<file path="config.mk">
export PLATFORM = sky130hd
export DESIGN_NAME = arw_regs
export DESIGN_NICKNAME = d
export VERILOG_FILES = /design/src/logic/arw_pkg.sv /design/src/logic/arw_regs.sv /design/src/logic/arw_fmt.sv /design/src/logic/arw_sync.sv
export SDC_FILE = /design/constraint.sdc
export NUM_CORES = 1
export LEC_CHECK = 0
export BUFFER_PORTS_ARGS = -buffer_cell sky130_fd_sc_hd__clkbuf_2
export CELL_PAD_IN_SITES_DETAIL_PLACEMENT = 1
export CELL_PAD_IN_SITES_GLOBAL_PLACEMENT = 2
export CORE_AREA = 3 3 159 161
export CTS_CLUSTER_DIAMETER = 150
export DETAILED_ROUTE_END_ITERATION = 10
export DIE_AREA = 0 0 162 164
export GPL_ROUTABILITY_DRIVEN = 0
export PLACE_DENSITY = 0.83
export SYNTH_ARGS = -nofsm -noshare
export SYNTH_HDL_FRONTEND = slang
export SYNTH_SLANG_ARGS = --single-unit
export TNS_END_PERCENT = 100
</file>
<file path="constraint.sdc">
create_clock -name core_clk_in -period 4 [get_ports core_clk_in]
set_clock_uncertainty 0.2 [all_clocks]
set_input_delay 0.2 -clock core_clk_in [delete_from_list [all_inputs] [get_ports core_clk_in]]
set_output_delay 0.2 -clock core_clk_in [all_outputs]
set_load 0.02 [all_outputs]
</file>
<file path="src/logic/arw_pkg.sv">
// Purpose: Shared constants of the converter result, flag and window register block.
// Assumes: One 50 MHz clock; registers reached over AXI4-Lite.
// Notes: Byte address of a register is four times its index.
`default_nettype none
package arw_pkg;
  localparam int unsigned CLK_NS   = 20;
  localparam int unsigned SYNC_NS  = 60;
  localparam int unsigned SYNC_CYC = (SYNC_NS + CLK_NS - 1) / CLK_NS;
  localparam logic [1:0]  SYNC_LAST = 2'(SYNC_CYC - 1);

  localparam int unsigned AW = 8;

  localparam logic [5:0] IDX_CTRL   = 6'h00;
  localparam logic [5:0] IDX_AVG    = 6'h02;
  localparam logic [5:0] IDX_IENCLR = 6'h16;
  localparam logic [5:0] IDX_IENSET = 6'h17;
  localparam logic [5:0] IDX_FLAGS  = 6'h18;
  localparam logic [5:0] IDX_STATUS = 6'h19;
  localparam logic [5:0] IDX_RESULT = 6'h1a;
  localparam logic [5:0] IDX_WINLO  = 6'h1c;
  localparam logic [5:0] IDX_WINHI  = 6'h20;

  localparam int unsigned CTRL_EN    = 0;
  localparam int unsigned CTRL_SWRST = 1;
  localparam int unsigned CTRL_LEFT  = 2;
  localparam int unsigned CTRL_WM    = 3;
  localparam int unsigned STAT_BUSY  = 7;

  localparam int unsigned F_RDY  = 0;
  localparam int unsigned F_OVR  = 1;
  localparam int unsigned F_WIN  = 2;
  localparam int unsigned F_SYNC = 3;

  localparam logic [2:0] WM_OFF     = 3'h0;
  localparam logic [2:0] WM_ABOVE   = 3'h1;
  localparam logic [2:0] WM_BELOW   = 3'h2;
  localparam logic [2:0] WM_INSIDE  = 3'h3;
  localparam logic [2:0] WM_OUTSIDE = 3'h4;

  localparam logic [7:0]  CTRL_RST  = 8'h00;
  localparam logic [15:0] WORD_RST  = 16'h0000;
  localparam logic [3:0]  FLAG_RST  = 4'h0;
  localparam logic [1:0]  RESP_OKAY = 2'h0;
  localparam logic [1:0]  RESP_ERR  = 2'h2;
endpackage
`default_nettype wire

</file>
<file path="src/logic/arw_regs.sv">
// Purpose: Flag, enable, result and window registers of a converter, AXI4-Lite slave.
// Assumes: Converter core delivers results on this clock as one-cycle strobes.
// Notes: Settings reach the converter side only after the sync transfer ends.
//
// Our own choice: register access over AXI4-Lite.
`timescale 1ns/1ps
`default_nettype none
// How it works
// - Writing one to set-register bit 3 enables the sync-ready interrupt.
// - Writing one to set-register bit 2 enables the window interrupt.
// - Writing one to set-register bit 1 enables the overrun interrupt.
// - Writing one to set-register bit 0 enables the result-ready interrupt.
// - Writing one to a flag clears it; zero leaves it.
// - Busy falling sets the sync flag, unless enable or soft reset caused it.
// - Any flag set with its enable on raises the interrupt.
// - Window flag is set the cycle after a matching result.
// - Reading the result clears window and result-ready flags.
// - A new result before the old one is read sets overrun.
// - Result-ready is set as soon as a result is stored.
// - Status bit 7 is high while a settings transfer runs.
// - Result holds 16 bits; single conversions give 12 bits.
// - Left justify without averaging puts the top eight bits in [15:8], rest in [7:4].
// - Right justify without averaging puts the result in [11:0].
// - Averaged results sit in [15:0] shifted by averaging control.
// - The lower bound register feeds the window comparison.
// - The upper bound register feeds the window comparison.
// - Writing one to clear-register bits drops enable and pending request.
module arw_regs
  import arw_pkg::*;
(
  input  wire logic          core_clk_in,
  input  wire logic          nrst_in,
  input  wire logic          ce_in,
  input  wire logic [AW-1:0] s_axi_awaddr_in,
  input  wire logic          s_axi_awvalid_in,
  output logic               s_axi_awready_out,
  input  wire logic [31:0]   s_axi_wdata_in,
  input  wire logic [3:0]    s_axi_wstrb_in,
  input  wire logic          s_axi_wvalid_in,
  output logic               s_axi_wready_out,
  output logic      [1:0]    s_axi_bresp_out,
  output logic               s_axi_bvalid_out,
  input  wire logic          s_axi_bready_in,
  input  wire logic [AW-1:0] s_axi_araddr_in,
  input  wire logic          s_axi_arvalid_in,
  output logic               s_axi_arready_out,
  output logic      [31:0]   s_axi_rdata_out,
  output logic      [1:0]    s_axi_rresp_out,
  output logic               s_axi_rvalid_out,
  input  wire logic          s_axi_rready_in,
  input  wire logic          core_valid_in,
  input  wire logic [15:0]   core_data_in,
  input  wire logic          core_ovs_in,
  output logic               conv_en_out,
  output logic               irq_out
);
  typedef struct packed {
    logic        awrdy;
    logic        wrdy;
    logic        arrdy;
    logic        aw_ok;
    logic [5:0]  aw_idx;
    logic        w_ok;
    logic [31:0] wdata;
    logic [3:0]  wstrb;
    logic        bvalid;
    logic [1:0]  bresp;
    logic        rvalid;
    logic [31:0] rdata;
    logic [1:0]  rresp;
    logic [7:0]  ctrl;
    logic [2:0]  avg;
    logic [15:0] lo;
    logic [15:0] hi;
    logic [7:0]  c_ctrl;
    logic [2:0]  c_avg;
    logic [15:0] c_lo;
    logic [15:0] c_hi;
    logic [3:0]  ien;
    logic [3:0]  flags;
    logic [15:0] result;
    logic        unread;
    logic        hit;
    logic        irq;
  } arw_st_s;

  arw_st_s     st_r;
  arw_st_s     st_nxt;
  logic        busy;
  logic        load;
  logic        sdone;
  logic [15:0] fres;
  logic        wr_go;
  logic [3:0]  wmask;
  logic        rd_res;
  logic        conv;
  logic        hit_now;
  logic        start;
  logic        quiet;
  logic        swrst;

  function automatic logic mapped(input logic [5:0] idx);
    mapped = (idx == IDX_CTRL) || (idx == IDX_AVG) || (idx == IDX_IENCLR) ||
             (idx == IDX_IENSET) || (idx == IDX_FLAGS) || (idx == IDX_STATUS) ||
             (idx == IDX_RESULT) || (idx == IDX_WINLO) || (idx == IDX_WINHI);
  endfunction

  function automatic logic [15:0] merge16(input logic [15:0] old,
                                          input logic [31:0] d,
                                          input logic [3:0]  be);
    merge16 = {be[1] ? d[15:8] : old[15:8], be[0] ? d[7:0] : old[7:0]};
  endfunction

  // Window condition against the converter-side bounds.
  function automatic logic win_match(input logic [2:0]  mode,
                                     input logic [15:0] v,
                                     input logic [15:0] lo,
                                     input logic [15:0] hi);
    unique case (mode)
      WM_ABOVE:   win_match = v > lo;
      WM_BELOW:   win_match = v < hi;
      WM_INSIDE:  win_match = (v > lo) && (v < hi);
      WM_OUTSIDE: win_match = (v < lo) || (v > hi);
      default:    win_match = 1'b0;
    endcase
  endfunction

  arw_fmt u_fmt (
    .raw_in   (core_data_in),
    .left_in  (st_r.c_ctrl[CTRL_LEFT]),
    .ovs_in   (core_ovs_in),
    .shift_in (st_r.c_avg),
    .res_out  (fres)
  );

  arw_sync u_sync (
    .core_clk_in (core_clk_in),
    .nrst_in     (nrst_in),
    .ce_in       (ce_in),
    .start_in    (start),
    .quiet_in    (quiet),
    .busy_out    (busy),
    .load_out    (load),
    .done_out    (sdone)
  );

  always_comb begin
    st_nxt  = st_r;
    wr_go   = st_r.aw_ok && st_r.w_ok && !st_r.bvalid;
    wmask   = (wr_go && st_r.wstrb[0]) ? st_r.wdata[3:0] : 4'h0;
    rd_res  = s_axi_arvalid_in && st_r.arrdy && (s_axi_araddr_in[7:2] == IDX_RESULT);
    conv    = core_valid_in && st_r.c_ctrl[CTRL_EN];
    hit_now = conv && win_match(st_r.c_ctrl[CTRL_WM +: 3], fres,
                                st_r.c_lo, st_r.c_hi);
    start   = 1'b0;
    quiet   = 1'b0;
    swrst   = 1'b0;

    if (s_axi_awvalid_in && st_r.awrdy) begin
      st_nxt.aw_ok  = 1'b1;
      st_nxt.aw_idx = s_axi_awaddr_in[7:2];
    end
    if (s_axi_wvalid_in && st_r.wrdy) begin
      st_nxt.w_ok  = 1'b1;
      st_nxt.wdata = s_axi_wdata_in;
      st_nxt.wstrb = s_axi_wstrb_in;
    end
    if (st_r.bvalid && s_axi_bready_in) begin
      st_nxt.bvalid = 1'b0;
    end

    if (wr_go) begin
      st_nxt.aw_ok  = 1'b0;
      st_nxt.w_ok   = 1'b0;
      st_nxt.bvalid = 1'b1;
      st_nxt.bresp  = mapped(st_r.aw_idx) ? RESP_OKAY : RESP_ERR;
      if (st_r.aw_idx == IDX_CTRL && st_r.wstrb[0]) begin
        st_nxt.ctrl = st_r.wdata[7:0] & ~(8'h01 << CTRL_SWRST);
        swrst = st_r.wdata[CTRL_SWRST];
        start = 1'b1;
        quiet = swrst || (st_r.wdata[CTRL_EN] != st_r.ctrl[CTRL_EN]);
      end
      if (st_r.aw_idx == IDX_AVG && st_r.wstrb[0]) begin
        st_nxt.avg = st_r.wdata[2:0];
        start = 1'b1;
      end
      if (st_r.aw_idx == IDX_WINLO) begin
        st_nxt.lo = merge16(st_r.lo, st_r.wdata, st_r.wstrb);
        start = |st_r.wstrb[1:0];
      end
      if (st_r.aw_idx == IDX_WINHI) begin
        st_nxt.hi = merge16(st_r.hi, st_r.wdata, st_r.wstrb);
        start = |st_r.wstrb[1:0];
      end
      if (st_r.aw_idx == IDX_IENSET) begin
        st_nxt.ien = st_r.ien | wmask;
      end
      if (st_r.aw_idx == IDX_IENCLR) begin
        st_nxt.ien = st_r.ien & ~wmask;
      end
    end

    if (s_axi_arvalid_in && st_r.arrdy) begin
      st_nxt.rvalid = 1'b1;
      st_nxt.rresp  = mapped(s_axi_araddr_in[7:2]) ? RESP_OKAY : RESP_ERR;
      st_nxt.rdata  = 32'h0000_0000;
      unique case (s_axi_araddr_in[7:2])
        IDX_CTRL:   st_nxt.rdata[7:0]  = st_r.ctrl;
        IDX_AVG:    st_nxt.rdata[2:0]  = st_r.avg;
        IDX_IENCLR: st_nxt.rdata[3:0]  = st_r.ien;
        IDX_IENSET: st_nxt.rdata[3:0]  = st_r.ien;
        IDX_FLAGS:  st_nxt.rdata[3:0]  = st_r.flags;
        IDX_STATUS: st_nxt.rdata[STAT_BUSY] = busy;
        IDX_RESULT: st_nxt.rdata[15:0] = st_r.result;
        IDX_WINLO:  st_nxt.rdata[15:0] = st_r.lo;
        IDX_WINHI:  st_nxt.rdata[15:0] = st_r.hi;
        default:    st_nxt.rdata = 32'h0000_0000;
      endcase
    end else if (st_r.rvalid && s_axi_rready_in) begin
      st_nxt.rvalid = 1'b0;
    end

    if (load) begin
      st_nxt.c_ctrl = st_r.ctrl;
      st_nxt.c_avg  = st_r.avg;
      st_nxt.c_lo   = st_r.lo;
      st_nxt.c_hi   = st_r.hi;
    end

    // A result is captured whole in one edge, so a read never sees a mix.
    if (conv) begin
      st_nxt.result = fres;
      st_nxt.unread = 1'b1;
    end else if (rd_res) begin
      st_nxt.unread = 1'b0;
    end
    st_nxt.hit = hit_now;

    // Set wins over a write-one or result-read clear in the same cycle; a soft reset clears all flags.
    st_nxt.flags = (st_r.flags
                    & ~(((wr_go && st_r.aw_idx == IDX_FLAGS) ? wmask : 4'h0)
                        | (rd_res ? 4'h5 : 4'h0)))
                   | {sdone, st_r.hit, conv && st_r.unread && !rd_res, conv};

    if (swrst) begin
      st_nxt.ien    = 4'h0;
      st_nxt.flags  = FLAG_RST;
      st_nxt.result = WORD_RST;
      st_nxt.unread = 1'b0;
      st_nxt.hit    = 1'b0;
      st_nxt.avg    = 3'h0;
      st_nxt.lo     = WORD_RST;
      st_nxt.hi     = WORD_RST;
      st_nxt.ctrl   = CTRL_RST;
    end

    st_nxt.irq   = |(st_nxt.flags & st_nxt.ien);
    st_nxt.awrdy = !st_nxt.aw_ok && !st_nxt.bvalid;
    st_nxt.wrdy  = !st_nxt.w_ok && !st_nxt.bvalid;
    st_nxt.arrdy = !st_nxt.rvalid;
  end

  always_ff @(posedge core_clk_in or negedge nrst_in) begin
    if (!nrst_in) begin
      st_r <= '0;
    end else if (ce_in) begin
      st_r <= st_nxt;
    end
  end

  assign s_axi_awready_out = st_r.awrdy;
  assign s_axi_wready_out  = st_r.wrdy;
  assign s_axi_bresp_out   = st_r.bresp;
  assign s_axi_bvalid_out  = st_r.bvalid;
  assign s_axi_arready_out = st_r.arrdy;
  assign s_axi_rdata_out   = st_r.rdata;
  assign s_axi_rresp_out   = st_r.rresp;
  assign s_axi_rvalid_out  = st_r.rvalid;
  assign conv_en_out       = st_r.c_ctrl[CTRL_EN];
  assign irq_out           = st_r.irq;
endmodule
`default_nettype wire

</file>
<file path="src/logic/arw_fmt.sv">
// Purpose: Places a raw conversion value into the 16-bit result layout.
// Assumes: Raw single conversions carry 12 bits in [11:0].
// Notes: Purely combinational.
`timescale 1ns/1ps
`default_nettype none
module arw_fmt
  import arw_pkg::*;
(
  input  wire logic [15:0] raw_in,
  input  wire logic        left_in,
  input  wire logic        ovs_in,
  input  wire logic [2:0]  shift_in,
  output logic      [15:0] res_out
);
  always_comb begin
    if (ovs_in) begin
      res_out = raw_in >> shift_in;
    end else if (left_in) begin
      res_out = {raw_in[11:0], 4'h0};
    end else begin
      res_out = {4'h0, raw_in[11:0]};
    end
  end
endmodule
`default_nettype wire

</file>
<file path="src/logic/arw_sync.sv">
// Purpose: Times the transfer of written settings into the converter side.
// Assumes: A restart during a transfer lengthens it.
// Notes: Busy falls with a one-cycle load pulse; done also unless quiet.
`timescale 1ns/1ps
`default_nettype none
module arw_sync
  import arw_pkg::*;
(
  input  wire logic core_clk_in,
  input  wire logic nrst_in,
  input  wire logic ce_in,
  input  wire logic start_in,
  input  wire logic quiet_in,
  output logic      busy_out,
  output logic      load_out,
  output logic      done_out
);
  typedef struct packed {
    logic [1:0] cnt;
    logic       busy;
    logic       quiet;
    logic       load;
    logic       done;
  } arw_sy_s;

  arw_sy_s st_r;
  arw_sy_s st_nxt;

  always_comb begin
    st_nxt      = st_r;
    st_nxt.load = 1'b0;
    st_nxt.done = 1'b0;
    if (start_in) begin
      st_nxt.busy  = 1'b1;
      st_nxt.cnt   = SYNC_LAST;
      st_nxt.quiet = (st_r.busy & st_r.quiet) | quiet_in;
    end else if (st_r.busy) begin
      if (st_r.cnt == 2'h0) begin
        st_nxt.busy = 1'b0;
        st_nxt.load = 1'b1;
        st_nxt.done = ~st_r.quiet;
      end else begin
        st_nxt.cnt = st_r.cnt - 2'h1;
      end
    end
  end

  always_ff @(posedge core_clk_in or negedge nrst_in) begin
    if (!nrst_in) begin
      st_r <= '0;
    end else if (ce_in) begin
      st_r <= st_nxt;
    end
  end

  assign busy_out = st_r.busy;
  assign load_out = st_r.load;
  assign done_out = st_r.done;
endmodule
`default_nettype wire

</file>
==> impl_metrics.toml, run 1 <==
[status]
outcome = "completed"

[setup_path]
path_buf_inv = 1
critical-path-slowest-cell = "dfrtp_2"
cpLargestDelayFamily = "compound AO/OA/AOI/OAI gates"
critPathLaunchType = "flop"
crit_arrival_ps = 3640
end_kind = "flop"
cp_data_required_time_ps = 4090
r2r-end = "st_r[1]"
critPathMaxStageDelay_ps = 530
critical_path_class = "reg -> reg"
cp_max_fo = 13
reg2reg_depth = 13
rrSetupSlack_ps = 450
crit_top_cell = "o21ai_0"
regToRegStartpoint = "st_r[60]"
path_cells = "buf_4 > mux2_2 > mux2i_1 > o21ai_0 > nand2_1 > o21ai_0 > ha_1 > nand4_1 > nor3_1 > a21boi_0 > nor4b_1 > a211oi_1 > o32ai_1"

[yosys]
synth_warnings = 0
synth_area_leader_cell = "dfrtp_1"
ys.flop_type = "dfrtp_1"
synth_top_area_share_pct = 46.5
synth_edf_count = 0
synthArstFlopShare_pct = 100
synthesis.area_mm2 = 0.00882
synth_cell_type_count = 61
ys_seq_elements = 164
synth_cells = 870
synthTopCellsByArea = "dfrtp_1 (47%), mux2_2 (9.7%), nand2_1 (5.7%)"
avgSynthCellArea_um2 = 10.1
ys_seq_area_share_pct = 46.5

[layout]
layout_common_cells = "dfrtp_1 (163), nand2_1 (133), o21ai_0 (80)"
largest_reg_flops = 133
final_layout_size_suffix_gt1_share_pct = 22.3
layoutNonFillerInstCount = 1290
antenna_cells = 0
layout_commonest_cell = "dfrtp_1"
area_growth_pct = 16.8
fin_area_mm2 = 0.0103
nNetsFinal = 1064
top_register = "st_r"
utilization_pct = 42.7
fillers = 2748

[placement]
pre_cts_slack_ps = 397
numPlacedInstances = 1229
dpl-instance-area_mm2 = 0.00937
portBuffers = 80
dp_hpwl_um = 17900

[sta]
rsz0062_at_grt = "no"
whs_ps = 38.4
max_slew_margin_pct = 31.6
slew_viol_final = 0
period_share_pct = 88.8
fmax_ghz = 0.282
hold_viol = 0
period_needed_ps = 3550
tightest_slew_ps = 1030
timing.final.ws_setup_ps = 449
fin_tns_setup_ps = 0
setup_violations = 0

[power]
switching_share_pct = 31.6
report.power.total_mw = 5.04
p_seq_share_pct = 45.0
p_sw_mw = 1.59
leakage_nw = 4.73
p_per_area_mw_per_mm2 = 489
p_int_mw = 3.45
clkPwrFrac_pct = 35.1
vdd_drop_max_v = 0.000282
p_comb_share_pct = 19.9

[hold_path]
hp-class = "in -> reg"
whs_endpoint = "s_axi_rdata_out[7]"
whs_path_depth = 4
hold_start = "s_axi_araddr_in[2]"

[clock_network]
root_buffer = "clkbuf_16"
cts_setup_buffers = 0
tritoncts = "yes"
cts-htree-levels = 4
clkTransAtPathRegs_ps = 70
clock_path_buffers = 2
insertion_delay_ps = 430
numCtsBuffers = 17
clock_sinks = 164

[floorplanning]
initial_core_util_pct = 36.6
die_w_um = 162
die-area_mm2 = 0.0266
ios = 121
die_h_um = 164
num_rows = 57
core_mm2 = 0.0241

[global_route]
grt_pass1_wl_um = 40500
overflow = 0
antenna_found_initial = 0
grt_max_degree = 105
grt_pass1_vias = 7194
track_usage_pct = 19.4

[detailed_routing]
routedWlPerCell_um = 19.4
vias_per_cell = 5.38
vias = 6946
drc = 0
dr.first_iter.drc_count = 597
drtAntennaViolNets = 0
wl_um = 25000
firstDrtPassIters = 5

[flow_run]
maxCapViolCount = 0
-- kinds of logic (layout without fill, tap and decap cells) --
logic type,count (synthesis),after routing,share of synthesized area (%)
AOI/OAI and AO/OA,201,201,14.9
xor gates and xnor gates,2,2,0.199
adders and majority gates,33,33,4.68
buffers and inverters,124,203,7.08
DFF,164,164,46.5
muxes,99,99,13.2
other,1,18,0.0425
and+or+nand+nor,246,246,13.4
-- final cells by class --
type	instances	area, um2	share of cell area, %
timing repair buffer	125	830	8.05
inverter	46	173	1.68
clock inverter	13	181	1.76
multi-input combinational	599	4150	40.3
sequential	164	4110	39.9
tap	324	405	3.94
clock buffer	19	453	4.40
-- power by group through the flow --
stage	clock, mW	sequential [mW]	combinational (mW)
after global placement	0	2.28	0.943
after floorplan	0	2.15	0.774
final	1.77	2.27	1.00
after global routing	1.86	2.32	1.14
after CTS	1.79	2.27	1.01
after detailed placement	0	2.30	0.978
-- Yosys cell counts (2+ instances only) --
master    instances
nor3_1            9
nand3_1          16
buf_1             6
o31ai_1           4
a22o_1           25
xor2_1            2
nand4_1          15
and4b_1           2
nand2b_1          4
nor2b_1          10
nor2_1           25
a21oi_1          33
nand2_1         133
and2_1            6
a211oi_1          7
a222oi_1         20
a221oi_1          3
buf_2             9
nor4_1            3
a31oi_1           5
mux2i_1          17
mux2_2           76
o211ai_1          2
a21o_1            3
ha_1             33
nand3b_1          2
o22ai_1           2
buf_4            37
a21boi_0          2
o21ai_1           4
a32o_1            2
mux4_2            6
inv_1            46
dfrtp_1         164
clkbuf_1         24
and3_1            6
o21ai_0          80
and3b_1           4
-- worst max-delay path by stage --
stage                  start      end  slack (ps)  depth (start not counted)
CTS                 st_r[60]  st_r[1]         360                         13
floorplan           st_r[59]  st_r[1]         880                         12
finish              st_r[60]  st_r[1]         450                         13
global placement    st_r[60]  st_r[1]         400                         13
detailed placement  st_r[60]  st_r[1]         400                         13
global route        st_r[60]  st_r[1]          60                         13
-- routing by layer --
layer  GRT usage [%]  vias up  wire length (um)
li1                -     3257                 -
met1            27.1     3516             11800
met2            32.2      155             11900
met3            2.50       18               929
met4            4.77        0               300
met5               0        -                 0
-- worst min-delay path, cell delays in order --
cell and delay, ps:
clkbuf_2 160, nor3_4 100, nand2_1 80, a31oi_1 80
-- timing repair --
| action | 4_1_cts | 5_1_grt |
|---|---|---|
| gates resized for setup | 0 | 1 |
| endpoints found under the hold margin | 130 | 0 |
| endpoints found under the setup margin | 0 | 1 |
| hold buffers | 29 | 0 |
(Power assumes the default switching activity.)
==> inputs of run 2 (changes only) <==
- CORE_AREA: 3 3 159 161 -> 4 4 161 163
- DIE_AREA: 0 0 162 164 -> 0 0 165 167
- SYNTH_HIERARCHICAL: not set -> 1
==> run 2 against run 1 <==
  * Via count grew 2.8%
  * Maximum frequency shrank 2.9%
  * Total power grew 17%
  * Sequential power grew 4%
  * Hold slack lost 22 ps
  * Non-clock buffer count is the same
  * First-iteration DRC count shrank 13%
==> impl_metrics.toml, run 2 <==
[status]
outcome = "completed"

[global_route]
grt_pass1_wl_um = 41800
track_usage_pct = 19.1
grt_pass1_vias = 7392
antenna_found_initial = 0
grt_max_degree = 100
overflow = 0

[power]
clkPwrFrac_pct = 28.7
leakage_nw = 4.76
switching_share_pct = 36.1
vdd_drop_max_v = 0.000347
p_sw_mw = 2.12
p_comb_share_pct = 31.0
p_per_area_mw_per_mm2 = 568
p_int_mw = 3.76
p_seq_share_pct = 40.3

[detailed_routing]
wl_um = 25600
vias = 7143
dr.first_iter.drc_count = 521
vias_per_cell = 5.44
drtAntennaViolNets = 0
firstDrtPassIters = 8
drc = 0
routedWlPerCell_um = 19.5

[sta]
setup_violations = 0
rsz0062_at_grt = "no"
max_slew_margin_pct = 18.9
tightest_slew_ps = 1210
fmax_ghz = 0.273
slew_viol_final = 0
hold_viol = 0
period_share_pct = 91.5
fin_tns_setup_ps = 0
period_needed_ps = 3660

[yosys]
synthesis.area_mm2 = 0.00892
ys_seq_elements = 164
yosysMostFrequentCell = "dfrtp_1"
synth_edf_count = 0
ys.flop_type = "dfrtp_1"
synth_warnings = 6
synth_top_area_share_pct = 46.0
avgSynthCellArea_um2 = 9.98
synthArstFlopShare_pct = 100
synth_area_leader_cell = "dfrtp_1"
synth.top_cells.by_count = "dfrtp_1 (164), nand2_1 (112), mux2_2 (63)"
synthTopCellsByArea = "dfrtp_1 (46%), mux2_2 (8.0%), nand2_1 (4.7%)"
synth_cells = 894
synth_cell_type_count = 73
ys_seq_area_share_pct = 46.0

[clock_network]
clkTransAtPathRegs_ps = 60
cts_resized = 0
clock_sinks = 164
tritoncts = "yes"
insertion_delay_ps = 430
clock_path_buffers = 2
cts-htree-levels = 4
cts_hold_buf = 29
numCtsBuffers = 17
root_buffer = "clkbuf_16"
cts_setup_buffers = 0

[setup_path]
critPathLaunchType = "flop"
critical-path-slowest-cell = "dfrtp_1"
crit_arrival_ps = 3780
rrSetupSlack_ps = 340
cpLargestDelayFamily = "simple AND/OR/NAND/NOR gates"
cp_max_fo = 14
cp_data_required_time_ps = 4120
path_buf_inv = 0
critical_path_class = "reg -> reg"
end_kind = "flop"
path_cells = "mux2_2 > a2bb2oi_1 > o22ai_1 > ha_1 > nand4_1 > or3_4 > or4_1 > o311ai_1 > a21oi_2 > a32o_1"
critPathMaxStageDelay_ps = 680

[floorplanning]
num_rows = 57
ios = 121
die-area_mm2 = 0.0276
die_h_um = 167
initial_core_util_pct = 36.7
core_mm2 = 0.0243
die_w_um = 165

[hold_path]
hp-class = "in -> reg"

[layout]
antenna_cells = 0
layout_common_cells = "dfrtp_1 (164), nand2_1 (111), clkbuf_2 (79)"
layout_commonest_cell = "dfrtp_1"
top_register = "st_r"
fin_area_mm2 = 0.0103
final_layout_size_suffix_gt1_share_pct = 21.2
nNetsFinal = 1088
largest_reg_flops = 133
area_growth_pct = 15.9

[flow_run]
maxCapViolCount = 0

[placement]
dp_hpwl_um = 18800
portBuffers = 80
dpl-instance-area_mm2 = 0.00945
-- run 2: layer usage --
layer	vias to the layer above	global-route usage, %	wire, um
met5	-	0	0
met4	0	4.34	350
met3	24	2.87	938
met2	153	30.8	12400
met1	3609	27.1	12000
li1	3357	-	-
-- run 2: tightest hold or removal path, delay by kind of cell --
family          cells  cell delay, ps
compound gates      1             130
buf+inv             1             150
simple gates        1             120
-- run 2: worst paths after layout --
kind,from,endpoint,cells past startpoint
setup / recovery,st_r[60],st_r[1],10
hold / removal,s_axi_araddr_in[2],s_axi_rresp_out[1],3
setup reg to reg,st_r[60],st_r[1],10
hold reg to reg,st_r[35],st_r[35],2
max in group asynchronous,nrst_in,st_r[24],3
min in group asynchronous,nrst_in,st_r[165],2
-- run 2: power by group through the flow --
stage / Clock (mW) / Combinational (mW) / Sequential [mW]
3_5_place_dp: 0 / 1.77 / 2.39
4_1_cts: 1.72 / 1.83 / 2.36
3_3_place_gp: 0 / 1.71 / 2.36
6_report: 1.69 / 1.82 / 2.37
5_1_grt: 1.79 / 2.05 / 2.42
2_1_floorplan: 0 / 1.35 / 2.24
-- run 2: area by class of cell --
class                      instances  area, um2
fill                            2742      14000
multi-input combinational        609       4190
sequential                       164       4100
timing repair buffer             125        817
clock buffer                      19        443
tap                              324        405
inverter                          60        225
clock inverter                    13        156
-- run 2: cells by family after synthesis --
group / count (synthesis) / synth area share (%)
DFF: 164 / 46.0
adders and majority gates: 33 / 4.63
muxes: 86 / 11.1
and+or+nand+nor: 246 / 13.6
buffers and inverters: 138 / 7.77
other: 1 / 0.0420
AOI/OAI and AO/OA: 225 / 16.8
xor gates and xnor gates: 1 / 0.0982
-- run 2: through the flow --
stage | cells | hold slack (ps) | total power [mW] | util, % | setup WS [ps]
CTS | 1314 | 0.731 | 5.90 | 42.5 | 361
finish | 1314 | 16.5 | 5.88 | 42.5 | 342
global placement | 1253 | 176 | 4.07 | 38.9 | 467
floorplan | 911 | -296 | 3.59 | - | 899
detailed placement | 1253 | 170 | 4.16 | 38.9 | 371
global route | 1314 | 38.0 | 6.26 | 42.5 | 143
==> inputs of run 3 (changes only) <==
- CORE_AREA: 4 4 161 163 -> 4 4 155 157
- DIE_AREA: 0 0 165 167 -> 0 0 159 161
- PLACE_DENSITY: 0.83 -> 0.89
- clock period: 4 -> 4.6 ns (I/O delays scaled with it)
==> run 3 against run 2 <==
  * First-iteration DRC count decreased by 7.9%
  * Non-clock buffer count decreased by 5
  * Critical path depth unchanged
  * Cell count decreased by 3.5%
  * Wire length decreased by 0.13%
  * Die area decreased by 7.1%
==> impl_metrics.toml, run 3 (synthesis results as in run 2) <==
[flow_run]
maxCapViolCount = 0

[placement]
pre_cts_slack_ps = 752
portBuffers = 80
dpl-instance-area_mm2 = 0.00938
dp_hpwl_um = 18100
numPlacedInstances = 1210

[setup_path]
critical_path_class = "reg -> reg"
crit_arrival_ps = 4000
r2r-end = "st_r[1]"
crit_path_start = "st_r[60]"
reg2reg_depth = 10
rrSetupSlack_ps = 720
cp_data_required_time_ps = 4720
regToRegStartpoint = "st_r[60]"
critPathLaunchType = "flop"
end_kind = "flop"
endpoint = "st_r[1]"
cp_max_fo = 22

[detailed_routing]
dr.first_iter.drc_count = 480
routedWlPerCell_um = 20.2
drtAntennaViolNets = 0
wl_um = 25600
firstDrtPassIters = 5
vias_per_cell = 5.66
drc = 0
vias = 7182

[clock_network]
cts-htree-levels = 4
tritoncts = "yes"
cts_setup_buffers = 0
clkTransAtPathRegs_ps = 60
root_buffer = "clkbuf_16"
clock_path_buffers = 2
cts_resized = 0
cts_hold_buf = 28
insertion_delay_ps = 430
numCtsBuffers = 17
clock_sinks = 164

[layout]
nNetsFinal = 1083
utilization_pct = 46.0
layoutNonFillerInstCount = 1268
antenna_cells = 0
fin_area_mm2 = 0.0103
layout_commonest_cell = "dfrtp_1"
area_growth_pct = 15.9
top_register = "st_r"
final_layout_size_suffix_gt1_share_pct = 21.0
layout_common_cells = "dfrtp_1 (164), nand2_1 (111), clkbuf_2 (79)"
largest_reg_flops = 133

[floorplanning]
initial_core_util_pct = 39.6
die_h_um = 161
die-area_mm2 = 0.0256
die_w_um = 159
ios = 121
num_rows = 55
core_mm2 = 0.0225

[hold_path]
hold_start = "s_axi_araddr_in[2]"
hp-class = "in -> reg"

[sta]
max_slew_margin_pct = 35.3
rsz0062_at_grt = "no"
period_needed_ps = 3880
tightest_slew_ps = 968
timing.final.ws_setup_ps = 724
slew_viol_final = 0
fin_tns_setup_ps = 0
whs_ps = 33.9
period_share_pct = 84.3
hold_viol = 0
fmax_ghz = 0.258
setup_violations = 0

[global_route]
track_usage_pct = 20.5
grt_pass1_wl_um = 42200
antenna_found_initial = 0
overflow = 0
grt_max_degree = 102
grt_pass1_vias = 7648

[power]
clkPwrFrac_pct = 31.4
p_comb_share_pct = 29.4
p_per_area_mw_per_mm2 = 512
report.power.total_mw = 5.29
switching_share_pct = 34.2
p_int_mw = 3.48
vdd_drop_max_v = 0.000282
p_sw_mw = 1.81
leakage_nw = 4.78
p_seq_share_pct = 39.1

[status]
outcome = "completed"
-- run 3: layout make-up --
cell class,instances,area [um2]
flip-flops and latches,164,4100
inverters,60,225
repair buffers,120,777
fillers,2524,12200
clock inverters,8,194
well taps,285,357
clock buffers,22,494
multi-input cells,609,4190
-- run 3: layer usage --
layer	part of all wire, %	vias to the layer above	GRT usage [%]
li1	-	3337	-
met1	46	3646	27.3
met2	47	166	34.1
met3	4.0	33	4.03
met4	2.2	0	6.47
met5	0	-	0
-- run 3: power groups by stage --
stage	logic (mW)	clock network [mW]	registers [mW]
after CTS	1.56	1.69	2.06
final	1.56	1.66	2.07
after floorplan	1.18	0	1.94
after detailed placement	1.53	0	2.08
after global routing	1.76	1.75	2.12
after global placement	1.47	0	2.06
-- run 3: how the worst min path moves through the flow --
stage / to / slack (ps) / cells after the start
floorplan: conv_en_out / -270 / 0
global placement: st_r[164] / 210 / 1
detailed placement: st_r[165] / 210 / 1
CTS: s_axi_rresp_out[1] / 7 / 3
global route: s_axi_rresp_out[1] / 60 / 3
finish: s_axi_rresp_out[1] / 30 / 3
-- run 3: critical path, stage by stage, from the launching register on --
cell and delay (ps):
dfrtp_1 850, mux2_2 460, a2bb2oi_1 160, o22ai_1 190, ha_1 370, nand4_1 150
or3_4 430, or4_1 530, o311ai_1 100, a21oi_2 60, a32o_1 250
